### config.mk
export PLATFORM = sky130hd
export DESIGN_NAME = mhtf_top
export DESIGN_NICKNAME = d
export VERILOG_FILES = /design/src/inc/mhtf_pkg.sv /design/src/logic/mhtf_buf.sv /design/src/logic/mhtf_top.sv
export SDC_FILE = /design/constraint.sdc
export NUM_CORES = 1
export LEC_CHECK = 0
export ABC_CLOCK_PERIOD_IN_PS = 2890
export BUFFER_PORTS_ARGS = -buffer_cell sky130_fd_sc_hd__buf_2
export CORE_UTILIZATION = 56
export CTS_CLUSTER_SIZE = 40
export DETAILED_ROUTE_END_ITERATION = 16
export GPL_ROUTABILITY_DRIVEN = 0
export PLACE_DENSITY = 0.81
export SYNTH_ARGS = -nofsm -noshare
export SYNTH_HDL_FRONTEND = slang
export SYNTH_SLANG_ARGS = --single-unit
### constraint.sdc
create_clock -name REF_CLK -period 2.89 [get_ports REF_CLK]
set_input_delay 0.4335 -clock REF_CLK [delete_from_list [all_inputs] [get_ports REF_CLK]]
set_output_delay 0.4335 -clock REF_CLK [all_outputs]
set_load 0.01 [all_outputs]
### src/inc/mhtf_pkg.sv
// Shared constants, carrier structs and state types for the host port and transmit feed.
package mhtf_pkg;

  // ************************************************************
  // Host register map
  // ************************************************************
  localparam int         HDW_MAX            = 16;
  localparam logic [7:0] ADDR_CTRL          = 8'h00;
  localparam logic [7:0] ADDR_STAT          = 8'h01;
  localparam logic [7:0] ADDR_FRAMES        = 8'h02;
  localparam logic [7:0] ADDR_SCRATCH       = 8'h03;
  localparam int         CTRL_TXEN_BIT      = 0;
  localparam int         STAT_UNDERRUN_BIT  = 0;
  localparam int         STAT_INFRAME_BIT   = 1;
  localparam logic [15:0] CTRL_RST          = 16'h0001;
  localparam logic [15:0] REG_ZERO          = 16'h0000;

  // ************************************************************
  // Transmit word carrier
  // ************************************************************
  localparam logic [1:0] BYTEN_FULL = 2'h3;
  localparam logic [1:0] BYTEN_NONE = 2'h0;

  typedef struct packed {
    logic [15:0] data;
    logic [1:0]  byten;
    logic        last;
  } mhtf_word_t;

  typedef enum logic [1:0] {H_IDLE, H_WDONE, H_RDONE} mhtf_host_st_t;
  typedef enum logic [1:0] {F_IDLE, F_REQ, F_CAPT}    mhtf_feed_st_t;

  typedef struct packed {
    mhtf_host_st_t host_st;
    mhtf_feed_st_t feed_st;
    logic [15:0]   ctrl;
    logic [15:0]   scratch;
    logic [15:0]   frames;
    logic          underrun;
    logic          in_frame;
    logic          ready_n;
    logic          dout_en_n;
    logic [15:0]   dout;
    logic          rd_pulse;
    logic          tx_err;
  } mhtf_state_t;

  localparam mhtf_state_t ST_RST = '{
    host_st: H_IDLE, feed_st: F_IDLE, ctrl: CTRL_RST, scratch: REG_ZERO,
    frames: REG_ZERO, underrun: 1'b0, in_frame: 1'b0, ready_n: 1'b1,
    dout_en_n: 1'b1, dout: REG_ZERO, rd_pulse: 1'b0, tx_err: 1'b0};

endpackage : mhtf_pkg

### src/logic/mhtf_buf.sv
// Two-entry valid/ready buffer between the FIFO feed and the downstream consumer.
module mhtf_buf
  import mhtf_pkg::*;
#(
  parameter int W     = 19,
  parameter int DEPTH = 2
)
(
  input  wire logic         clk,
  input  wire logic         rst,
  input  wire logic [W-1:0] in_data,
  input  wire logic         in_valid,
  output logic              in_ready,
  output logic [W-1:0]      out_data,
  output logic              out_valid,
  input  wire logic         out_ready
);

  localparam int AW = $clog2(DEPTH);

  typedef struct packed {
    logic [DEPTH-1:0][W-1:0] mem;
    logic [AW-1:0]           wr_ptr;
    logic [AW-1:0]           rd_ptr;
    logic [AW:0]             count;
  } mhtf_buf_st_t;

  mhtf_buf_st_t st_r;
  mhtf_buf_st_t st_nxt;
  logic         push;
  logic         pop;

  assign in_ready  = (st_r.count < (AW+1)'(DEPTH));
  assign out_valid = (st_r.count != '0);
  assign out_data  = st_r.mem[st_r.rd_ptr];
  assign push      = in_valid && in_ready;
  assign pop       = out_valid && out_ready;

  always_comb
  begin
    st_nxt = st_r;
    if (push)
    begin
      st_nxt.mem[st_r.wr_ptr] = in_data;
      st_nxt.wr_ptr = (st_r.wr_ptr == AW'(DEPTH-1)) ? '0 : st_r.wr_ptr + AW'(1);
    end
    if (pop)
    begin
      st_nxt.rd_ptr = (st_r.rd_ptr == AW'(DEPTH-1)) ? '0 : st_r.rd_ptr + AW'(1);
    end
    st_nxt.count = st_r.count + (AW+1)'(push) - (AW+1)'(pop);
  end

  always_ff @(posedge clk)
  begin
    if (rst)
      st_r <= '0;
    else
      st_r <= st_nxt;
  end
endmodule : mhtf_buf

### src/logic/mhtf_top.sv
// Host register port and transmit FIFO read feed of the MAC.
// Function
// - The eight-bit address picks at most one internal register for the access.
// - Selected write strobe low stores the write bus into control or scratch; a status write with bit 0 set clears under-run, a frames write clears the count.
// - Selected read strobe low returns the addressed register on the read bus.
// - Transfer-done goes low on a write only after the data is stored.
// - Transfer-done goes low on a read only once read data is ready.
// - Read-bus drive enable is low exactly while valid read data is presented.
// - A transmit word with both byte enables clear is ignored.
// - Upper enable qualifies the upper byte, lower enable the lower byte.
// - Any word with exactly one byte enable set ends the current frame.
// - All host port signals are synchronous to the single system clock.
// - Reset loads CTRL_RST into control, clears the other registers and logic, and holds outputs at inactive levels.
// - Each FIFO word is requested by a one-cycle read pulse, only when wanted.
// - FIFO empty while a frame is being read raises the transmit error output.
module mhtf_top
  import mhtf_pkg::*;
#(
  parameter int DATA_W = 16  // 8 or 16.
)
(
  input  wire logic              REF_CLK,
  input  wire logic              RST,
  input  wire logic              HCS_N,
  input  wire logic [7:0]        HADDR,
  input  wire logic [DATA_W-1:0] HDATAIN,
  input  wire logic              HWRITE_N,
  input  wire logic              HREAD_N,
  output logic                   HREADY_N,
  output logic                   HDATAOUT_EN_N,
  output logic [DATA_W-1:0]      HDATAOUT,
  input  wire logic [15:0]       TX_FIFO_DATA,
  input  wire logic [1:0]        TX_FIFO_BYTEN,
  input  wire logic              TX_FIFO_AVAIL,
  input  wire logic              TX_FIFO_EOF,
  input  wire logic              TX_FIFO_EMPTY,
  output logic                   TX_FIFO_READ,
  output logic                   TX_ERR,
  output mhtf_word_t             TX_OUT,
  output logic                   TX_OUT_VALID,
  input  wire logic              TX_OUT_READY
);

  // ************************************************************
  // State and decode
  // ************************************************************
  mhtf_state_t st_r;
  mhtf_state_t st_nxt;
  mhtf_word_t  buf_in;
  logic        buf_in_valid;
  logic        buf_in_ready;
  logic        sel_wr;
  logic        sel_rd;
  logic [15:0] wdata;

  // Select gates both strobes, and write takes priority if both are low.
  assign sel_wr = !HCS_N && !HWRITE_N;
  assign sel_rd = !HCS_N && !HREAD_N && HWRITE_N;
  assign wdata  = 16'(HDATAIN);

  function automatic logic [15:0] reg_read(input logic [7:0] addr, input mhtf_state_t s);
    logic [15:0] v;
    v = REG_ZERO;
    case (addr)
      ADDR_CTRL:    v = s.ctrl;
      ADDR_STAT:
      begin
        v[STAT_UNDERRUN_BIT] = s.underrun;
        v[STAT_INFRAME_BIT]  = s.in_frame;
      end
      ADDR_FRAMES:  v = s.frames;
      ADDR_SCRATCH: v = s.scratch;
      default:      v = REG_ZERO;
    endcase
    return v;
  endfunction : reg_read

  // ************************************************************
  // Next-state logic
  // ************************************************************
  always_comb
  begin
    st_nxt          = st_r;
    st_nxt.rd_pulse = 1'b0;
    st_nxt.tx_err   = 1'b0;
    buf_in.data     = TX_FIFO_DATA;
    buf_in.byten    = TX_FIFO_BYTEN; // Lanes travel with the data unchanged.
    buf_in.last     = TX_FIFO_EOF || (TX_FIFO_BYTEN != BYTEN_FULL);
    buf_in_valid    = 1'b0;

    // Host port. Ready stays low until the host releases its strobe or its select.
    case (st_r.host_st)
      H_IDLE:
      begin
        if (sel_wr)
        begin
          case (HADDR)
            ADDR_CTRL:    st_nxt.ctrl = wdata;
            ADDR_STAT:
              if (wdata[STAT_UNDERRUN_BIT])
                st_nxt.underrun = 1'b0;
            ADDR_FRAMES:  st_nxt.frames = REG_ZERO;
            ADDR_SCRATCH: st_nxt.scratch = wdata;
            default:      st_nxt.scratch = st_r.scratch;
          endcase
          st_nxt.ready_n = 1'b0; // Same edge that stores the data.
          st_nxt.host_st = H_WDONE;
        end
        else if (sel_rd)
        begin
          st_nxt.dout      = reg_read(HADDR, st_r);
          st_nxt.dout_en_n = 1'b0;
          st_nxt.ready_n   = 1'b0;
          st_nxt.host_st   = H_RDONE;
        end
      end
      H_WDONE:
        if (HWRITE_N || HCS_N)
        begin
          st_nxt.ready_n = 1'b1;
          st_nxt.host_st = H_IDLE;
        end
      H_RDONE:
        if (HREAD_N || HCS_N)
        begin
          st_nxt.ready_n   = 1'b1;
          st_nxt.dout_en_n = 1'b1;
          st_nxt.dout      = REG_ZERO;
          st_nxt.host_st   = H_IDLE;
        end
      default: st_nxt.host_st = H_IDLE;
    endcase

    // Transmit feed. A read is issued only while a buffer slot is free; the
    // word then arrives one cycle later, so at most one request is in flight.
    case (st_r.feed_st)
      F_IDLE:
        if (st_r.ctrl[CTRL_TXEN_BIT] && TX_FIFO_AVAIL && !TX_FIFO_EMPTY && buf_in_ready)
        begin
          st_nxt.rd_pulse = 1'b1;
          st_nxt.feed_st  = F_CAPT;
        end
      F_REQ:
        if (TX_FIFO_EMPTY)
        begin
          st_nxt.tx_err   = 1'b1;
          st_nxt.underrun = 1'b1; // Set wins over a same-cycle clear.
          st_nxt.in_frame = 1'b0;
          st_nxt.feed_st  = F_IDLE;
        end
        else if (buf_in_ready)
        begin
          st_nxt.rd_pulse = 1'b1;
          st_nxt.feed_st  = F_CAPT;
        end
      F_CAPT:
      begin
        st_nxt.feed_st = F_REQ;
        if (TX_FIFO_BYTEN != BYTEN_NONE)
        begin
          buf_in_valid    = 1'b1;
          st_nxt.in_frame = 1'b1;
          if (buf_in.last)
          begin
            st_nxt.in_frame = 1'b0;
            st_nxt.frames   = st_nxt.frames + 16'h0001;
            st_nxt.feed_st  = F_IDLE;
          end
        end
      end
      default: st_nxt.feed_st = F_IDLE;
    endcase
  end

  // Everything runs on the one system clock; no crossing is needed.
  always_ff @(posedge REF_CLK)
  begin
    if (RST)
      st_r <= ST_RST;
    else
      st_r <= st_nxt;
  end

  assign HREADY_N      = st_r.ready_n;
  assign HDATAOUT_EN_N = st_r.dout_en_n;
  assign HDATAOUT      = st_r.dout[DATA_W-1:0];
  assign TX_FIFO_READ  = st_r.rd_pulse;
  assign TX_ERR        = st_r.tx_err;

  // ************************************************************
  // Output buffer
  // ************************************************************
  mhtf_buf #(
    .W     ($bits(mhtf_word_t)),
    .DEPTH (2)
  ) u_buf (
    .clk       (REF_CLK),
    .rst       (RST),
    .in_data   (buf_in),
    .in_valid  (buf_in_valid),
    .in_ready  (buf_in_ready),
    .out_data  (TX_OUT),
    .out_valid (TX_OUT_VALID),
    .out_ready (TX_OUT_READY)
  );

  logic idle_h;
  assign idle_h = (st_r.host_st == H_IDLE);
endmodule : mhtf_top
==> impl_metrics.ini <==
[final_layout]
antenna_cells = 0
fin_nets = 704
instances_no_fill = 767
area_growth_pct = 18.5
fillers = 658
drive_gt1_share_pct = 26.4
fin_util_pct = 69.8
stdcell_area_sq_um = 6210

[worst_setup_path]
crit_chain = inv_1 -> ha_1 -> nor3b_1 -> buf_4 -> nand4_1 -> and2_1 -> ha_1 -> nand3_1 -> or4_1 -> a21oi_1
r2r_cells = 10
slowest_stage = or4_1
critPathTopFamily = simple AND/OR/NAND/NOR gates
start_kind = flip-flop
cp_slowest_stage_delay_ns = 0.42
crit_required_ns = 3.32
critPathArrivalTime_ns = 2.91
r2r_start = st_r[72]
reg2reg_to = st_r[34]
reg2reg_slack_ns = 0.41
endpoint_kind = flip-flop
critical_path.max_fanout = 8
path_class = reg2reg
worst_path_most_repeated_cell = ha_1
path_buf_inv = 2

[logic_synthesis]
syn_inst = 581
yosys_warnings = 0
syn_area_sq_um = 5240
ys_seq_elements = 116
avgSynthCellArea_sq_um = 9.02
synth_cell_types = 48
synth_fp_nets = 639
ys_seq_area_share_pct = 44.3

[routing]
drcViolationCount = 0
drt_wl_total_mm = 12.8
drtIter0Drc = 263
dr.pass1.iters = 5
antenna_left = 0
viasPerCell = 5.89
post_drt_wl_per_cell_microns = 16.6
vias = 4521

[power]
p_sw_uw = 997
total_power_mw = 4.12
power.leakage_nw = 2.44
internal_power_mw = 3.12
comb_power_share_pct = 9.7
power_frac_clock_pct = 49.6
p_sw_share_pct = 24.2
seqPwrFrac_pct = 40.7
p_per_area_nw_per_um2 = 663
peakVddDrop_mv = 0.481

[clock_tree]
ctsHoldBuffers = 0
cts.sinks = 116
cts_buffers = 17
root_buffer = clkbuf_8
cts.clk_slew.worst_paths_ns = 0.06
cts_tree = done
cts_buffer_depth = 2
clock_latency_ns = 0.51
post-cts-setup-buffers = 0
cts_resized = 0
htree_levels = 4

[placement]
post-place-cells = 735
placed_area_sq_um = 5630
hpwl_mm = 8.35
io_buffers = 90

[job]
maxCapViolCount = 0

[hold_path]
min_from = TX_FIFO_DATA[11]
hp-class = in2reg
whs_path_depth = 3
min_to = u_buf.st_r[18]

[die]
pin_count = 91
die_w_microns = 98.7
row_count = 34
die_area_sq_um = 9750
start_util_pct = 58.9
core_area_sq_um = 8890
die_h_microns = 98.7

[timing]
final-max-slew-violation-count = 0
fin_crit_ns = 2.48
clock.fmax_mhz = 403
setup_tns_ns = 0
setup_viol = 0
tightestPinTransition_ns = 0.764
hold_violations = 0
skew_ns = 0.00830
relSlewSlack_pct = 48.9
rsz0062_at_grt = no
finalCritPeriodShare_pct = 85.8

[global_route]
grt_pass1_wl_mm = 21.1
overflow = 0
grt_pass1_vias = 4362
antenna_found_initial = 0
grt_start_max_net_pins = 53
track_usage_pct = 27.5

[run_status]
status = finished clean
## worst reg2reg max path, cell delays in order (launching register included)
cell     delay, ns
dfxtp_1       0.38
inv_1         0.08
ha_1          0.24
nor3b_1       0.15
buf_4         0.15
nand4_1       0.18
and2_1        0.18
ha_1          0.31
nand3_1       0.16
or4_1         0.42
a21oi_1       0.17
## layout by cell type (no fill, tap or decap), types with 3 or more instances in the layout
cell type     n
clkinvlp_4    3
mux2_2       35
a21oi_1      55
nor4_1        4
inv_1         8
ha_1          7
buf_4        12
a32oi_1      14
nand2_1      77
mux2i_1      35
nand2b_1      6
or3_1         6
o31ai_1       6
dfxtp_1     116
nor2b_1       4
clkinv_2      4
or4_1         7
a22o_1       14
o21ai_0      12
buf_2        90
and4_1        4
nand4_1       7
bufinv_16     3
nor2_1       65
nand3_1       8
nor3_1        3
xnor2_1       4
clkbuf_16    16
and2_1        3
## how the worst max path moves through the flow
stage / startpoint / end / cells past startpoint / slack, ns
after global placement: st_r[72] / st_r[34] / 10 / 0.58
after global routing: st_r[72] / st_r[34] / 10 / 0.17
after floorplan: HADDR[5] / st_r[24] / 6 / 0.65
final: st_r[72] / st_r[34] / 10 / 0.41
after CTS: st_r[72] / st_r[34] / 10 / 0.44
after detailed placement: st_r[72] / st_r[34] / 10 / 0.46
## Yosys cell counts, drive strengths merged
| cell | instances | area share [%] |
|---|---|---|
| a2111oi | 1 | 0.17 |
| a211oi | 2 | 0.29 |
| a21oi | 55 | 5.3 |
| a22o | 14 | 2.3 |
| a22oi | 2 | 0.29 |
| a32oi | 14 | 2.3 |
| and2 | 4 | 0.48 |
| and3 | 2 | 0.24 |
| and3b | 1 | 0.17 |
| and4 | 4 | 0.67 |
| and4b | 1 | 0.19 |
| buf | 28 | 3.7 |
| clkbuf | 28 | 2.0 |
| dfxtp | 116 | 44 |
| ha | 7 | 1.7 |
| inv | 8 | 0.57 |
| mux2 | 35 | 7.5 |
| mux2i | 35 | 6.7 |
| mux4 | 2 | 0.86 |
| nand2 | 77 | 5.5 |
| nand2b | 6 | 0.72 |
| nand3 | 8 | 0.76 |
| nand3b | 1 | 0.14 |
| nand4 | 7 | 0.84 |
| nand4bb | 1 | 0.21 |
| nor2 | 65 | 4.7 |
| nor2b | 4 | 0.48 |
| nor3 | 3 | 0.29 |
| nor3b | 1 | 0.14 |
| nor4 | 5 | 0.60 |
| nor4b | 1 | 0.17 |
| nor4bb | 1 | 0.19 |
| o211ai | 1 | 0.14 |
| o21ai | 12 | 1.1 |
| o21bai | 1 | 0.14 |
| o31ai | 6 | 0.86 |
| o32a | 1 | 0.19 |
| or2 | 1 | 0.12 |
| or3 | 6 | 0.72 |
| or3b | 1 | 0.17 |
| or4 | 8 | 1.2 |
| xnor2 | 4 | 0.67 |
| xor2 | 1 | 0.17 |
## per-layer routing
layer | part of all wire [%] | routed length [microns] | vias to the layer above | track usage [%]
li1 | - | - | 2170 | -
met1 | 40 | 5070 | 2178 | 30.3
met2 | 51 | 6570 | 145 | 50.1
met3 | 6.5 | 830 | 28 | 7.59
met4 | 2.2 | 286 | 0 | 11.3
met5 | 0 | 0 | - | 0
## cell families after synthesis
group,share of synthesized area (%)
xor+xnor,0.836
mux,15.1
buf+inv,6.26
fa+ha+maj,1.67
compound gates,13.2
simple gates,18.7
flops,44.3
## power by group through the flow
stage / Clock, mW / Combinational [mW] / Sequential (mW)
floorplan: 0 / 0.271 / 1.70
finish: 2.04 / 0.400 / 1.68
detailed placement: 0 / 0.394 / 1.71
global placement: 0 / 0.381 / 1.71
global route: 2.14 / 0.437 / 1.68
CTS: 2.06 / 0.402 / 1.68
## state kept, by name, summed over array words and instances (netlist names)
register,cells
TX_FIFO_READ,1
HDATAOUT,16
st_r,54
TX_ERR,1
u_buf.st_r,42
HDATAOUT_EN_N,1
HREADY_N,1
## metrics by stage
| step | setup WS (ns) | hold WS [ns] |
|---|---|---|
| 2_1_floorplan | 0.648 | 0.429 |
| 3_3_place_gp | 0.585 | 0.436 |
| 3_5_place_dp | 0.457 | 0.445 |
| 4_1_cts | 0.439 | 0.144 |
| 5_1_grt | 0.172 | 0.159 |
| 6_report | 0.412 | 0.163 |
## area by class of cell
type	instances	area [sq um]	share of cell area, %
clock buffers	19	422	6.79
clock inverters	13	159	2.56
repair buffers	102	541	8.70
multi-input cells	401	2600	41.9
well taps	108	135	2.18
flip-flops and latches	116	2320	37.4
inverters	8	30.0	0.484
(Power assumes the default switching activity.)
